### config.mk
export PLATFORM = sky130hd
export DESIGN_NAME = dcsi_top
export DESIGN_NICKNAME = d
export VERILOG_FILES = /design/src/rtl/dcsi_pkg.sv /design/src/rtl/dcsi_flt_if.sv /design/src/rtl/dcsi_filter.sv /design/src/rtl/dcsi_top.sv
export VERILOG_INCLUDE_DIRS = /design/src /design/src/rtl
export SDC_FILE = /design/constraint.sdc
export NUM_CORES = 1
export LEC_CHECK = 0
export BUFFER_PORTS_ARGS = -buffer_cell sky130_fd_sc_hd__buf_2
export CORE_ASPECT_RATIO = 1.4
export CORE_MARGIN = 2
export CORE_UTILIZATION = 24
export CTS_CLUSTER_SIZE = 8
export DETAILED_ROUTE_END_ITERATION = 8
export GPL_ROUTABILITY_DRIVEN = 0
export PLACE_DENSITY = 0.36
export REMOVE_ABC_BUFFERS = 1
export SLEW_MARGIN = 20
export SYNTH_ARGS = -nofsm -noshare
export SYNTH_HDL_FRONTEND = slang
export SYNTH_SLANG_ARGS = --single-unit
### constraint.sdc
create_clock -name clk -period 5.6 [get_ports clk]
set_clock_uncertainty 0.15 [all_clocks]
set_input_delay 1.12 -clock clk [delete_from_list [all_inputs] [get_ports clk]]
set_output_delay 1.12 -clock clk [all_outputs]
set_load 0.02 [all_outputs]
### src/rtl/dcsi_consts.svh
/*
 Offsets, field positions, reset values and timing counts of the
 dual channel safe input block. Assumes a 40 MHz clock.
*/
//
// Summary of operation
// - three input pairs and one failsafe output
// - each input pair built from two channels
// - output has high, low switch plus readback
// - latched discrepancy fault freezes both channel states at zero
// - unresolved mismatch past window raises latched fault
// - one discrepancy window shared by all pairs
// - acknowledge by reset or falling edge plus confirm
// - release via chosen ack pair or extended ack
// - per pair break/break or break/make selection
// - break/break selects when both channels low
// - break/make selects on channel1 low, channel2 high
// - status word per channel, pair status ANDed
// - adjustable filter suppresses test and noise pulses
// - no test stop dynamisation of inputs
`ifndef DCSI_CONSTS_SVH
`define DCSI_CONSTS_SVH

`define DCSI_NUM_PAIRS 3
`define DCSI_CLK_PERIOD_NS 25
`define DCSI_TICK_NS 1000000
`define DCSI_TICK_CYCLES (`DCSI_TICK_NS / `DCSI_CLK_PERIOD_NS)

`define DCSI_OFF_CTRL 5'h00
`define DCSI_OFF_DISC 5'h04
`define DCSI_OFF_DEB 5'h08
`define DCSI_OFF_STATUS 5'h0C
`define DCSI_OFF_IRQ_STAT 5'h10
`define DCSI_OFF_IRQ_MASK 5'h14

`define DCSI_CTRL_MODE_LSB 0
`define DCSI_CTRL_SEL_LSB 4
`define DCSI_CTRL_ACK_BIT 8
`define DCSI_CTRL_EXT_ACK_BIT 9
`define DCSI_CTRL_POS_BIT 12
`define DCSI_CTRL_GND_BIT 13

`define DCSI_ST_CHAN_LSB 0
`define DCSI_ST_PAIR_LSB 8
`define DCSI_ST_FAULT_LSB 12
`define DCSI_ST_RDBK_BIT 16
`define DCSI_ST_ARMED_BIT 17

`define DCSI_IRQ_ACK_BIT 3

`define DCSI_RST_DISC 8'h0A
`define DCSI_RST_DEB 8'h01

`endif

### src/rtl/dcsi_pkg.sv
/*
 Types of the dual channel safe input block.
 Assumes the constants header for the pair count.
*/
`default_nettype none
`include "dcsi_consts.svh"
package dcsi_pkg;
   typedef enum logic [1:0] {
      DCSI_ACK_IDLE = 2'b00,
      DCSI_ACK_ARMED = 2'b01
   } dcsi_ack_t;
   typedef logic [7:0] dcsi_ticks_t;
   typedef logic [`DCSI_NUM_PAIRS-1:0] dcsi_pairs_t;
endpackage
`default_nettype wire

### src/rtl/dcsi_flt_if.sv
/*
 Link between the top module and one channel filter.
 Assumes one instance per channel.
*/
`timescale 1ns/1ps
`default_nettype none
interface dcsi_flt_if;
   logic raw;
   logic tick;
   dcsi_pkg::dcsi_ticks_t limit;
   logic filt;
   modport ctl (output raw, output tick, output limit, input filt);
   modport flt (input raw, input tick, input limit, output filt);
endinterface
`default_nettype wire

### src/rtl/dcsi_filter.sv
/*
 Input filter for one channel: a new level is accepted only after it
 has stood for the set number of ticks. Assumes a synchronous input.
*/
`timescale 1ns/1ps
`default_nettype none
module dcsi_filter (
   // clock and reset
   input wire logic clk,
   input wire logic nrst,
   // link to the top
   dcsi_flt_if.flt port_if
);
   logic filt;
   logic next_filt;
   dcsi_pkg::dcsi_ticks_t cnt;
   dcsi_pkg::dcsi_ticks_t next_cnt;

   // short pulses never reach the count, so they are suppressed
   always_comb begin
      next_filt = filt;
      next_cnt = cnt;
      if (port_if.raw == filt) begin
         next_cnt = 8'h00;
      end else if (cnt >= port_if.limit) begin
         next_filt = port_if.raw;
         next_cnt = 8'h00;
      end else if (port_if.tick) begin
         next_cnt = cnt + 8'h01;
      end
   end

   always_ff @(posedge clk or negedge nrst) begin
      if (!nrst) begin
         filt <= 1'b0;
         cnt <= 8'h00;
      end else begin
         filt <= next_filt;
         cnt <= next_cnt;
      end
   end

   assign port_if.filt = filt;
endmodule
`default_nettype wire

### src/rtl/dcsi_top.sv
/*
 Dual channel safe input block: three filtered input pairs with
 contact mode, discrepancy watch, freeze and acknowledgment, one
 failsafe output with readback, Avalon-MM register slave, interrupt.
 Assumes inputs synchronous to clk and a master honouring waitrequest.
*/
// The placing of the registers and register access over Avalon-MM were decided locally.
`timescale 1ns/1ps
`default_nettype none
`include "dcsi_consts.svh"
module dcsi_top #(
   parameter int TICK_CYCLES = `DCSI_TICK_CYCLES
) (
   // clock and reset
   input wire logic clk,
   input wire logic nrst,
   // avalon-mm slave
   input wire logic [4:0] avs_address,
   input wire logic avs_read,
   input wire logic avs_write,
   input wire logic [31:0] avs_writedata,
   input wire logic [3:0] avs_byteenable,
   output logic [31:0] avs_readdata,
   output logic avs_waitrequest,
   // input pairs
   input wire logic [`DCSI_NUM_PAIRS-1:0] ch1_in,
   input wire logic [`DCSI_NUM_PAIRS-1:0] ch2_in,
   // failsafe output
   output logic out_pos,
   output logic out_gnd,
   input wire logic out_readback,
   // interrupt
   output logic irq
);
   localparam int NP = `DCSI_NUM_PAIRS;

   function automatic logic [7:0] merge8(input logic [7:0] old, input logic [7:0] wd,
                                         input logic en);
      merge8 = en ? wd : old;
   endfunction

   // tick
   logic [15:0] tick_cnt;
   logic [15:0] next_tick_cnt;
   logic tick;
   logic next_tick;

   always_comb begin
      next_tick = 1'b0;
      next_tick_cnt = tick_cnt + 16'h0001;
      if (tick_cnt >= 16'(TICK_CYCLES - 1)) begin
         next_tick_cnt = 16'h0000;
         next_tick = 1'b1;
      end
   end

   always_ff @(posedge clk or negedge nrst) begin
      if (!nrst) begin
         tick_cnt <= 16'h0000;
         tick <= 1'b0;
      end else begin
         tick_cnt <= next_tick_cnt;
         tick <= next_tick;
      end
   end

   // registers
   dcsi_pkg::dcsi_pairs_t contact_mode;
   dcsi_pkg::dcsi_pairs_t next_contact_mode;
   logic [1:0] ack_input_select;
   logic [1:0] next_ack_input_select;
   dcsi_pkg::dcsi_ticks_t discrepancy_time_setting;
   dcsi_pkg::dcsi_ticks_t next_discrepancy_time_setting;
   dcsi_pkg::dcsi_ticks_t input_debounce_time;
   dcsi_pkg::dcsi_ticks_t next_input_debounce_time;
   logic out_pos_req;
   logic next_out_pos_req;
   logic out_gnd_req;
   logic next_out_gnd_req;
   logic [3:0] irq_stat;
   logic [3:0] next_irq_stat;
   logic [3:0] irq_mask;
   logic [3:0] next_irq_mask;
   logic [31:0] rdata;
   logic [31:0] next_rdata;
   logic wait_q;
   logic next_wait_q;
   logic irq_q;
   logic next_irq_q;
   logic readback_q;

   // evaluation state
   dcsi_pkg::dcsi_pairs_t discrepancy_fault;
   dcsi_pkg::dcsi_pairs_t next_discrepancy_fault;
   dcsi_pkg::dcsi_ticks_t disc_cnt [NP];
   dcsi_pkg::dcsi_ticks_t next_disc_cnt [NP];
   dcsi_pkg::dcsi_ack_t ack_state;
   dcsi_pkg::dcsi_ack_t next_ack_state;
   logic ack_prev;
   logic next_ack_prev;

   // filters, one per channel, ahead of all evaluation
   logic [NP-1:0] f1;
   logic [NP-1:0] f2;
   dcsi_flt_if flt_if [2*NP] ();

   genvar g;
   generate
      for (g = 0; g < NP; g++) begin : g_pair
         assign flt_if[2*g].raw = ch1_in[g];
         assign flt_if[2*g+1].raw = ch2_in[g];
         assign flt_if[2*g].tick = tick;
         assign flt_if[2*g+1].tick = tick;
         assign flt_if[2*g].limit = input_debounce_time;
         assign flt_if[2*g+1].limit = input_debounce_time;
         assign f1[g] = flt_if[2*g].filt;
         assign f2[g] = flt_if[2*g+1].filt;
         dcsi_filter u_flt1 (.clk(clk), .nrst(nrst), .port_if(flt_if[2*g]));
         dcsi_filter u_flt2 (.clk(clk), .nrst(nrst), .port_if(flt_if[2*g+1]));
      end
   endgenerate

   // pair interpretation; filtered levels only, no test stop pulsing
   logic [NP-1:0] consistent;
   logic [NP-1:0] pair_status;
   logic [2*NP-1:0] status_word;
   always_comb begin
      for (int i = 0; i < NP; i++) begin
         // break/make expects channel 2 inverted
         consistent[i] = contact_mode[i] ? (f1[i] != f2[i]) : (f1[i] == f2[i]);
         if (discrepancy_fault[i]) begin
            status_word[2*i] = 1'b0;
            status_word[2*i+1] = 1'b0;
            pair_status[i] = 1'b0;
         end else begin
            status_word[2*i] = f1[i];
            status_word[2*i+1] = f2[i];
            // zero means safety function selected
            pair_status[i] = contact_mode[i] ? (f1[i] & ~f2[i])
                                             : (f1[i] & f2[i]);
         end
      end
   end

   // bus decode
   logic bus_req;
   logic wr_now;
   logic ack_cmd;
   logic ext_ack_cmd;
   assign bus_req = avs_read | avs_write;
   assign wr_now = avs_write & ~wait_q;
   assign ack_cmd = wr_now && avs_address == `DCSI_OFF_CTRL && avs_byteenable[1]
                    && avs_writedata[`DCSI_CTRL_ACK_BIT];
   assign ext_ack_cmd = wr_now && avs_address == `DCSI_OFF_CTRL && avs_byteenable[1]
                        && avs_writedata[`DCSI_CTRL_EXT_ACK_BIT];

   // acknowledgment sequence
   logic ack_src;
   logic ack_clear;
   always_comb begin
      ack_src = 1'b0;
      if (ack_input_select != 2'h0) begin
         ack_src = pair_status[ack_input_select - 2'h1];
      end
      next_ack_prev = ack_src;
      next_ack_state = ack_state;
      ack_clear = ext_ack_cmd;
      unique case (ack_state)
         dcsi_pkg::DCSI_ACK_IDLE: begin
            if (ack_input_select != 2'h0 && ack_prev && !ack_src) begin
               next_ack_state = dcsi_pkg::DCSI_ACK_ARMED;
            end
         end
         dcsi_pkg::DCSI_ACK_ARMED: begin
            if (ack_cmd) begin
               ack_clear = 1'b1;
               next_ack_state = dcsi_pkg::DCSI_ACK_IDLE;
            end
         end
         default: next_ack_state = dcsi_pkg::DCSI_ACK_IDLE;
      endcase
      if (ext_ack_cmd) begin
         next_ack_state = dcsi_pkg::DCSI_ACK_IDLE;
      end
   end

   // discrepancy watch with one shared window
   logic [NP-1:0] fault_set;
   always_comb begin
      for (int i = 0; i < NP; i++) begin
         next_disc_cnt[i] = disc_cnt[i];
         fault_set[i] = 1'b0;
         if (consistent[i]) begin
            next_disc_cnt[i] = 8'h00;
         end else if (disc_cnt[i] >= discrepancy_time_setting) begin
            fault_set[i] = ~discrepancy_fault[i];
         end else if (tick) begin
            next_disc_cnt[i] = disc_cnt[i] + 8'h01;
         end
      end
      // a new fault wins over a simultaneous acknowledgment
      next_discrepancy_fault = (discrepancy_fault & ~{NP{ack_clear}}) | fault_set;
   end

   // register file and bus answer
   always_comb begin
      next_contact_mode = contact_mode;
      next_ack_input_select = ack_input_select;
      next_discrepancy_time_setting = discrepancy_time_setting;
      next_input_debounce_time = input_debounce_time;
      next_out_pos_req = out_pos_req;
      next_out_gnd_req = out_gnd_req;
      next_irq_mask = irq_mask;
      next_rdata = rdata;
      next_wait_q = 1'b1;
      next_irq_stat = irq_stat;
      if (bus_req && wait_q) begin
         next_wait_q = 1'b0;
         next_rdata = 32'h0000_0000;
         unique case (avs_address)
            `DCSI_OFF_CTRL: begin
               next_rdata[`DCSI_CTRL_MODE_LSB +: NP] = contact_mode;
               next_rdata[`DCSI_CTRL_SEL_LSB +: 2] = ack_input_select;
               next_rdata[`DCSI_CTRL_POS_BIT] = out_pos_req;
               next_rdata[`DCSI_CTRL_GND_BIT] = out_gnd_req;
            end
            `DCSI_OFF_DISC: next_rdata[7:0] = discrepancy_time_setting;
            `DCSI_OFF_DEB: next_rdata[7:0] = input_debounce_time;
            `DCSI_OFF_STATUS: begin
               next_rdata[`DCSI_ST_CHAN_LSB +: 2*NP] = status_word;
               next_rdata[`DCSI_ST_PAIR_LSB +: NP] = pair_status;
               next_rdata[`DCSI_ST_FAULT_LSB +: NP] = discrepancy_fault;
               next_rdata[`DCSI_ST_RDBK_BIT] = readback_q;
               next_rdata[`DCSI_ST_ARMED_BIT] = (ack_state == dcsi_pkg::DCSI_ACK_ARMED);
            end
            `DCSI_OFF_IRQ_STAT: next_rdata[3:0] = irq_stat;
            `DCSI_OFF_IRQ_MASK: next_rdata[3:0] = irq_mask;
            default: next_rdata = 32'h0000_0000;
         endcase
      end
      if (wr_now) begin
         unique case (avs_address)
            `DCSI_OFF_CTRL: begin
               if (avs_byteenable[0]) begin
                  next_contact_mode = avs_writedata[`DCSI_CTRL_MODE_LSB +: NP];
                  next_ack_input_select = avs_writedata[`DCSI_CTRL_SEL_LSB +: 2];
               end
               if (avs_byteenable[1]) begin
                  next_out_pos_req = avs_writedata[`DCSI_CTRL_POS_BIT];
                  next_out_gnd_req = avs_writedata[`DCSI_CTRL_GND_BIT];
               end
            end
            `DCSI_OFF_DISC: next_discrepancy_time_setting =
               merge8(discrepancy_time_setting, avs_writedata[7:0], avs_byteenable[0]);
            `DCSI_OFF_DEB: next_input_debounce_time =
               merge8(input_debounce_time, avs_writedata[7:0], avs_byteenable[0]);
            `DCSI_OFF_IRQ_STAT: begin
               if (avs_byteenable[0]) begin
                  next_irq_stat = irq_stat & ~avs_writedata[3:0];
               end
            end
            `DCSI_OFF_IRQ_MASK: begin
               if (avs_byteenable[0]) begin
                  next_irq_mask = avs_writedata[3:0];
               end
            end
            default: next_irq_mask = irq_mask;
         endcase
      end
      // events set after the clear so a coincident event survives
      next_irq_stat[NP-1:0] = next_irq_stat[NP-1:0] | fault_set;
      next_irq_stat[`DCSI_IRQ_ACK_BIT] = next_irq_stat[`DCSI_IRQ_ACK_BIT]
                                         | (ack_clear & |discrepancy_fault);
      next_irq_q = |(next_irq_stat & next_irq_mask);
   end

   always_ff @(posedge clk or negedge nrst) begin
      if (!nrst) begin
         contact_mode <= '0;
         ack_input_select <= 2'h0;
         discrepancy_time_setting <= `DCSI_RST_DISC;
         input_debounce_time <= `DCSI_RST_DEB;
         out_pos_req <= 1'b0;
         out_gnd_req <= 1'b0;
         irq_stat <= 4'h0;
         irq_mask <= 4'h0;
         rdata <= 32'h0000_0000;
         wait_q <= 1'b1;
         irq_q <= 1'b0;
         readback_q <= 1'b0;
         discrepancy_fault <= '0;
         ack_state <= dcsi_pkg::DCSI_ACK_IDLE;
         ack_prev <= 1'b0;
         for (int i = 0; i < NP; i++) begin
            disc_cnt[i] <= 8'h00;
         end
      end else begin
         contact_mode <= next_contact_mode;
         ack_input_select <= next_ack_input_select;
         discrepancy_time_setting <= next_discrepancy_time_setting;
         input_debounce_time <= next_input_debounce_time;
         out_pos_req <= next_out_pos_req;
         out_gnd_req <= next_out_gnd_req;
         irq_stat <= next_irq_stat;
         irq_mask <= next_irq_mask;
         rdata <= next_rdata;
         wait_q <= next_wait_q;
         irq_q <= next_irq_q;
         readback_q <= out_readback;
         discrepancy_fault <= next_discrepancy_fault;
         ack_state <= next_ack_state;
         ack_prev <= next_ack_prev;
         for (int i = 0; i < NP; i++) begin
            disc_cnt[i] <= next_disc_cnt[i];
         end
      end
   end

   // one failsafe output, both switches from registers
   assign out_pos = out_pos_req;
   assign out_gnd = out_gnd_req;
   assign avs_readdata = rdata;
   assign avs_waitrequest = wait_q;
   assign irq = irq_q;
endmodule
`default_nettype wire

==> summary.md, run 1 <==
| Metric | Value |
|---|---|
| Buf/Inv on CP | `1` |
| Ranking of synthesized cells by area | `dfrtp_1 (43%), ha_1 (12%), xor2_1 (5.5%), nor2_1 (5.0%), mux2_2 (4.1%)` |
| Mux contribution to synthesized area | `under 10%` |
| Fin Setup TNS | `0 ns` |
| Clock transition at path regs | `~0.06 ns` |
| Crit start category | `flop` |
| Initial antenna violation count | `0` |
| Post-synthesis area per instance | `about 10 sq um` |
| Family with the most delay on the worst path | `compound AO/OA/AOI/OAI gates` |
| Lkg Pwr | `about 0.0045 uW` |
| Combinational power share | `15.6%` |
| Kind of end point of the critical path | `flop` |
| RSZ-0062 raised after global routing | `no` |
| Post-Synth XOR/XNOR Area | `between 8 and 9%` |
| TritonCTS clock tree | `done` |
| Final setup violation count | `0` |
| Switching power | `~830 uW` |
| Global-route usage over all layers | `about 13%` |
| Chip height | `between 200 and 250 um` |
| Slew @ Worst Pin | `roughly 0.93 ns` |
| Pint | `~2000 uW` |
| Clock period minus worst slack | `around 3 ns` |
| M1 GR Usage | `between 15 and 20%` |
| Finished Layout Cells | `~1400` |
| Total wire length | `about 22000 um` |
| Pin count of the biggest net entering global routing | `89` |
| Status | `finished, final reports clean` |
| Drt initial violations | `roughly 220` |
| Worst-path fanout max | `8` |
| Clk pwr share | `41.7%` |
| CTS resizes | `0` |
| Vias in the first global route | `around 6400` |
| Largest family of logic cells by synthesized area | `simple AND/OR/NAND/NOR gates` |
| Clock Root Buffer | `clkbuf_16` |
| Post-synthesis compound-gate area fraction | `a little over a tenth` |
| Crit-path cells | `inv_1, ha_1, o21a_1, a21oi_1, a211oi_1, o21ai_0, nand2b_1, nand4b_1` |
| Asr flop ratio synth | `between 90% and 100%` |
| Syn-to-layout area delta | `15.8%` |
| Worst Path Arrival | `3.17 ns` |
| Slowest cell on the critical path | `a211oi_1` |
| Io pins | `88` |
| Prevailing post-synth register cell | `dfrtp_1` |
| Post-DP HPWL | `16200 um` |
| GR Util met2 | `a little under a quarter` |
| Clk buf depth | `2` |
| Worst IR Drop VDD | `~0.2 mV` |
| Synth warn | `0` |
| Final nets | `between 1000 and 1500` |
| Fin crit share | `52.6%` |
| Max-slew violations | `0` |
| Final Hold Viols | `0` |
| Number of max-cap violations | `0` |
| DP Area | `between 0.009 and 0.01 sq mm` |
| H-tree Lvls | `4` |
| Share of cells above drive strength 1 | `around 15%` |
| Clk Latency, worst-skew pair | `approximately 0.44 ns` |
| Starting Density | `24.4%` |
| FP Rows | `approximately 80` |
| Post-Place Cells | `1339` |
| Die area | `0.0372 sq mm` |
| CP required | `slightly below 6 ns` |
| Final Cell Area | `a little under 0.01 sq mm` |
| Adder-cell share of the synthesized area | `around an eighth` |
| DR vias | `just over 6000` |
| Routed Antenna Nets | `0` |
| Setup CP Type | `reg -> reg` |
| Drt first pass iters | `4` |
| Max stage delay on crit path | `0.77 ns` |
| Num CTS Buffers | `17` |
| Post-CTS Setup Bufs | `0` |
| Number of synthesized flops with an enable pin | `0` |
| Number of synthesized register bits | `150` |
| First-pass GRT wire length | `35800 um` |
| Gr busiest metal | `met2` |
| Synth Cell Area | `0.00855 sq mm` |
| Total core area | `roughly 0.035 sq mm` |
| Wirelength per Cell | `16.2 um` |
| Global route total overflow | `0` |
| Post-Syn Instances | `840` |
| Die width | `roughly 160 um` |
| Net Sw Frac | `~29%` |
| Power Density | `between 200 and 300 mW/mm^2` |
| Post-synth top area share | `between 40% and 50%` |
| Sink Count | `150` |
| # DRC | `0` |
| Met3 Use GR | `2.15%` |
| Diodes inserted | `0` |
| Register area share after synthesis | `around 44%` |
| Dominant cell type by area after synthesis | `dfrtp_1` |
| Hold_buf cts | `0` |
| Simple-gate share of the synthesized area | `~16%` |
| Tot Pwr | `between 2000 and 3000 uW` |
| Sequential share of power | `a little over two fifths` |
| Fmax achieved | `0.339 GHz` |
| Vias per inst | `between 4 and 5` |
| Post-synth cell types | `58` |
| IO buf count | `49` |
| HP Class | `reg -> reg` |
| Slew headroom | `a little under two fifths` |
[power groups by stage]
stage | Combinational, uW | Sequential (uW) | Clock, uW
finish | 440 | 1210 | 1180
global placement | 461 | 1230 | 0
CTS | 461 | 1210 | 1230
floorplan | 270 | 1210 | 0
global route | 502 | 1220 | 1270
detailed placement | 458 | 1230 | 0
[worst register-to-register path, delay by kind of cell (launching register included)]
family	cells	cell delay [ns]
flops	1	0.57
buf+inv	1	0.11
simple gates	2	0.37
fa+ha+maj	1	0.29
compound gates	4	1.39
[registers in the layout, indices dropped and copies added, names as in the netlist, 3 cells and up]
register,flops
avs_readdata,16
g_pair.u_flt2.cnt,24
g_pair.u_flt1.cnt,24
g_pair.u_flt2.port_if.filt,3
irq_stat,4
tick_cnt,16
discrepancy_time_setting,8
irq_mask,4
contact_mode,3
disc_cnt,24
flt_if.limit,8
discrepancy_fault,3
g_pair.u_flt1.port_if.filt,3
[synth_stat cells (2+ instances only)]
master,n
a32oi_1,3
buf_1,3
nand2_1,56
nor4_1,2
nand3_1,28
nand2b_1,11
clkbuf_1,5
nand4_1,34
dfrtp_1,146
ha_1,83
o211ai_1,7
or3_1,2
o21ai_1,2
a211oi_1,2
mux2_2,31
a21boi_0,3
nor3_1,7
a21oi_1,25
xnor2_1,32
a22oi_1,11
nor2b_1,3
or2_2,4
nor3b_1,2
a222oi_1,3
o21a_1,5
nand3b_1,4
nand4b_1,2
a21o_2,2
and3_1,12
a31oi_1,4
o21ai_0,25
nor2_2,2
inv_1,31
mux2i_1,9
nor2_1,113
dfstp_2,4
xor2_1,54
buf_4,17
o31ai_1,3
a21o_1,30
[kinds of logic after synthesis]
| family | Yosys count |
|---|---|
| AND/OR/NAND/NOR | 289 |
| flip-flops | 150 |
| AO/OA/AOI/OAI | 134 |
| XOR/XNOR | 86 |
| adder cells (fa/ha/maj) | 83 |
| buffers and inverters | 57 |
| multiplexers | 40 |
| other | 1 |
[through the flow]
stage	util (%)	hold WS, ns	setup WS (ns)
floorplan	-	0.284	2.75
global placement	26.6	0.307	2.29
detailed placement	26.6	0.314	2.29
CTS	28.3	0.323	2.58
global route	28.3	0.348	2.43
finish	28.3	0.320	2.65
[area by class of cell]
| class | count | area (sq um) |
|---|---|---|
| well taps | 456 | 571 |
| multi-input cells | 648 | 4580 |
| repair buffers | 54 | 289 |
| fillers | 3705 | 25200 |
| flip-flops and latches | 150 | 3760 |
| inverters | 31 | 116 |
| clock buffers | 22 | 494 |
| clock inverters | 9 | 98.8 |
[final timing paths]
check | depth (start not counted) | slack [ns] | startpoint | endpoint
setup / recovery | 8 | 2.65 | discrepancy_time_setting[3]$_DFFE_PN1P_ | irq$_DFF_PN0_
max in group asynchronous | 2 | 3.68 | nrst | disc_cnt[9]$_DFFE_PN0P_
hold / removal | 1 | 0.32 | tick_cnt[15]$_DFF_PN0_ | tick_cnt[14]$_DFF_PN0_
hold reg to reg | 1 | 0.32 | tick_cnt[15]$_DFF_PN0_ | tick_cnt[14]$_DFF_PN0_
setup reg to reg | 8 | 2.65 | discrepancy_time_setting[3]$_DFFE_PN1P_ | irq$_DFF_PN0_
min in group asynchronous | 1 | 0.58 | nrst | avs_readdata[16]$_DFFE_PN0P_
[per-layer routing]
metal	part of all wire, %	vias up
li1	-	3069
met1	44	2942
met2	52	72
met3	2.6	22
met4	2.2	0
met5	0	-
[cell usage in the layout, fill, tap and decap left out, types with 4 or more instances in the layout]
| cell type | count |
|---|---|
| and3_1 | 12 |
| inv_1 | 31 |
| a21o_1 | 30 |
| nor3_1 | 7 |
| xor2_1 | 54 |
| nand3_1 | 28 |
| o211ai_1 | 7 |
| a21oi_1 | 25 |
| dfrtp_1 | 145 |
| or2_2 | 4 |
| o21a_1 | 5 |
| a31oi_1 | 4 |
| nand2b_1 | 11 |
| mux2_2 | 31 |
| clkbuf_16 | 17 |
| buf_4 | 5 |
| dfstp_2 | 4 |
| conb_1 | 16 |
| mux2i_1 | 9 |
| buf_2 | 48 |
| nor2_1 | 113 |
| clkinv_2 | 6 |
| nand4_1 | 34 |
| clkbuf_8 | 5 |
| o21ai_0 | 25 |
| a22oi_1 | 11 |
| xnor2_1 | 32 |
| nand3b_1 | 4 |
| ha_1 | 83 |
| nand2_1 | 56 |
Note: power is estimated with default switching activity, not from simulation.
==> run 2, diff against run 1 <==
--- a/config.mk
+++ b/config.mk
@@ -6,6 +6,7 @@
 export SDC_FILE = /design/constraint.sdc
 export NUM_CORES = 1
 export LEC_CHECK = 0
+export ABC_AREA = 1
 export BUFFER_PORTS_ARGS = -buffer_cell sky130_fd_sc_hd__buf_2
 export CORE_ASPECT_RATIO = 1.4
 export CORE_MARGIN = 2
@@ -13,7 +14,7 @@
 export CTS_CLUSTER_SIZE = 8
 export DETAILED_ROUTE_END_ITERATION = 8
 export GPL_ROUTABILITY_DRIVEN = 0
-export PLACE_DENSITY = 0.36
+export PLACE_DENSITY = 0.37
 export REMOVE_ABC_BUFFERS = 1
 export SLEW_MARGIN = 20
 export SYNTH_ARGS = -nofsm -noshare
==> constraint.sdc (replaced) <==
create_clock -name clk -period 2.7 [get_ports clk]
set_clock_uncertainty 0.15 [all_clocks]
set_input_delay 0.54 -clock clk [delete_from_list [all_inputs] [get_ports clk]]
set_output_delay 0.54 -clock clk [all_outputs]
set_load 0.02 [all_outputs]
==> summary.md, run 2 <==
| Metric | Value |
|---|---|
| Status | `finished, final reports clean` |
| Area occupied by multi-input gates | `0.00467 sq mm (+2.1%)` |
| Max-slew violations | `0 (unchanged)` |
| Number of synthesized register bits | `150 (unchanged)` |
| Initial antenna violation count | `0 (unchanged)` |
| FF-to-FF Start | `discrepancy_time_setting[3]$_DFFE_PN1P_` |
| Crit path from | `discrepancy_time_setting[3]$_DFFE_PN1P_` |
| Regs by FF count | `disc_cnt x24, g_pair.u_flt1.cnt x24, g_pair.u_flt2.cnt x24` |
| Chip height | `234 um (+3.0%)` |
| Post-Syn Instances | `1120 (+33%)` |
| Number of synthesized flops with an enable pin | `0 (unchanged)` |
| # DRC | `0 (unchanged)` |
| Post-DP HPWL | `19100 um (+18%)` |
| CP required | `2.89 ns (-2.93 ns)` |
| Syn-to-layout area delta | `15.8% (about the same)` |
| TritonCTS clock tree | `done` |
| Asr flop ratio synth | `100% (unchanged)` |
| Io pins | `88 (unchanged)` |
| FP Rows | `84 (+3.7%)` |
| # fillers | `4016 (+8.4%)` |
| Crit-path cells | `inv_1, ha_1, nand2_1, nor2_1, nor2_1, nand2_1, nand2_1, nand2_1, nor2_1, nor2_2, inv_1, nand2_1, nand2_1` |
| Worst R2R Path Depth | `13 (+5)` |
| Global route total overflow | `0 (unchanged)` |
| Global-route usage over all layers | `13.8% (+1.1 points)` |
| First-pass GRT wire length | `41100 um (+15%)` |
| Clk buf depth | `2 (unchanged)` |
| Final setup violation count | `0 (unchanged)` |
| RSZ-0062 raised after global routing | `no` |
| Share of cells above drive strength 1 | `10.2% (-4.7 points)` |
| H-tree Lvls | `4 (unchanged)` |
| Clock transition at path regs | `0.07 ns (about the same)` |
| Buf/Inv on CP | `2 (+1)` |
| Synth Cell Area | `0.00908 sq mm (+6.2%)` |
| Register area share after synthesis | `41.4% (-2.5 points)` |
| CP endpoint | `disc_cnt[11]$_DFFE_PN0P_` |
| Die width | `168 um (+3.0%)` |
| Die area | `0.0394 sq mm (+6.0%)` |
| Synth warn | `0 (unchanged)` |
| Clock Root Buffer | `clkbuf_16` |
| Fin crit share | `86.8% (+34 points)` |
| Worst IR Drop VDD | `0.419 mV (+110%)` |
| Clock period minus worst slack | `2.34 ns (-0.602 ns)` |
| Critical path depth | `13 (+5)` |
| Total wire length | `25500 um (+15%)` |
| Num CTS Buffers | `17 (unchanged)` |
| Slew headroom | `63.2% (+26 points)` |
| Drt first pass iters | `4 (unchanged)` |
| Vias in the first global route | `7446 (+17%)` |
| Worst-path fanout max | `10 (+2)` |
| Most frequent cells in the layout | `nand2_1 (244), dfrtp_1 (146), inv_1 (138)` |
| Kind of end point of the critical path | `flop` |
| Crit start category | `flop` |
| DR vias | `7379 (+21%)` |
| Post-synth cell types | `47 (-19%)` |
| Max stage delay on crit path | `0.53 ns (-0.24 ns)` |
| Lkg Pwr | `0.00518 uW (+16%)` |
| Worst Path Arrival | `2.53 ns (-0.64 ns)` |
| Clk Latency, worst-skew pair | `0.45 ns (about the same)` |
| R2R setup slack | `0.36 ns (-2.30 ns)` |
| Starting Density | `24.3% (-0.12 points)` |
| Dominant cell type by area after synthesis | `dfrtp_1` |
| Sink Count | `150 (unchanged)` |
| Power Density | `575 mW/mm^2 (+100%)` |
| Pin count of the biggest net entering global routing | `59 (-34%)` |
| HP Class | `in -> reg` |
| Wirelength per Cell | `15.3 um (-6.0%)` |
| Register area | `0.00376 sq mm (about the same)` |
| Final Hold Viols | `0 (unchanged)` |
| Reg-to-Reg End | `disc_cnt[11]$_DFFE_PN0P_` |
| Most frequent cells after synthesis | `nand2_1 (244), dfrtp_1 (146), inv_1 (138)` |
| Drt initial violations | `356 (+63%)` |
| Prevailing post-synth register cell | `dfrtp_1` |
| Ranking of synthesized cells by area | `dfrtp_1 (40%), ha_1 (11%), nand2_1 (10%), inv_1 (5.7%), nor2_1 (5.5%)` |
| Vias per inst | `4.41 (-1.1%)` |
| Post-synthesis area per instance | `8.11 sq um (-20%)` |
| CP most frequent cell | `nand2_1` |
| Post-synth top area share | `40.2% (-2.5 points)` |
| Slew @ Worst Pin | `0.551 ns (-0.378 ns)` |
| Total core area | `0.0374 sq mm (+6.7%)` |
| Final nets | `1323 (+28%)` |
| Fmax achieved | `0.427 GHz (+26%)` |
| Setup CP Type | `reg -> reg` |
| Number of max-cap violations | `0 (unchanged)` |
| Most common cell after layout, fill and taps aside | `nand2_1` |
| Hold_ws | `0.0417 ns (-0.278 ns)` |
| IO buf count | `49 (unchanged)` |
| Routed Antenna Nets | `0 (unchanged)` |
| CTS resizes | `0 (unchanged)` |
| Slowest cell on the critical path | `dfstp_2` |
| Diodes inserted | `0 (unchanged)` |
| Most numerous cell in the Yosys netlist | `nand2_1` |
| Fin Setup TNS | `0 ns (unchanged)` |
| Family with the most delay on the worst path | `simple AND/OR/NAND/NOR gates` |
run 2: cell count changes after synthesis, moves of 24 or more:
cell and delta:
a21oi_1 +24, nand3_1 +32, nand2_1 +188, o21ai_0 +25
inv_1 +107, a21o_1 -29, mux2_2 -31
run 2: cells by family (layout without fill, tap and decap cells):
kind of cell	Yosys count	after routing	synth area share (%)
simple gates	521	521	24.8
buf+inv	167	233	7.74
flops	150	150	41.4
compound gates	142	142	9.07
fa+ha+maj	83	83	11.4
xor+xnor	50	50	4.82
mux	6	6	0.661
other cells	1	16	0.0413
run 2: how the worst min path moves through the flow:
stage,cells past startpoint,end,start,slack [ns]
2_1_floorplan,0,ack_input_select[0]$_DFFE_PN0P_,nrst,0.09
3_3_place_gp,1,disc_cnt[12]$_DFFE_PN0P_,nrst,0.25
3_5_place_dp,1,disc_cnt[11]$_DFFE_PN0P_,nrst,0.24
4_1_cts,1,readback_q$_DFF_PN0_,out_readback,0.02
5_1_grt,1,readback_q$_DFF_PN0_,out_readback,0.02
6_report,1,readback_q$_DFF_PN0_,out_readback,0.04
run 2: through the flow:
stage	utilization [%]	area, sq um	std cells	total power (uW)	setup slack, ns
after floorplan	-	8970	1110	3160	0.655
after global placement	26.5	9900	1641	3590	0.304
after detailed placement	26.5	9900	1641	3610	0.315
after CTS	28.1	10500	1674	6200	0.301
after global routing	28.1	10500	1674	6430	0.108
final	28.1	10500	1674	6050	0.356
run 2: what timing repair did:
item                                    in CTS  in global routing
endpoints found under the hold margin       14                  0
buffers inserted                             0                  0
endpoints found under the setup margin       0                  0
hold buffers                                 1                  0
run 2: layer usage:
metal | track usage [%] | routed length [um]
met1 | 15.6 | 10800
met2 | 25.8 | 13500
met3 | 2.72 | 649
met4 | 4.82 | 537
met5 | 0 | 0
run 2: power breakdown:
group | internal [uW] | switching, uW | leakage (uW)
clock | 1410 | 1120 | 0.000300
combinational | 307 | 760 | 0.00288
sequential | 2340 | 115 | 0.00200
total | 4050 | 1990 | 0.00518
run 2: cell type report:
class | instances | share of cell area, %
Clock buffer | 17 | 4.04
Inverter | 142 | 5.07
Timing Repair Buffer | 59 | 3.37
Tap cell | 473 | 5.63
Clock inverter | 15 | 1.72
Sequential cell | 150 | 35.7
Multi-Input combinational cell | 818 | 44.4
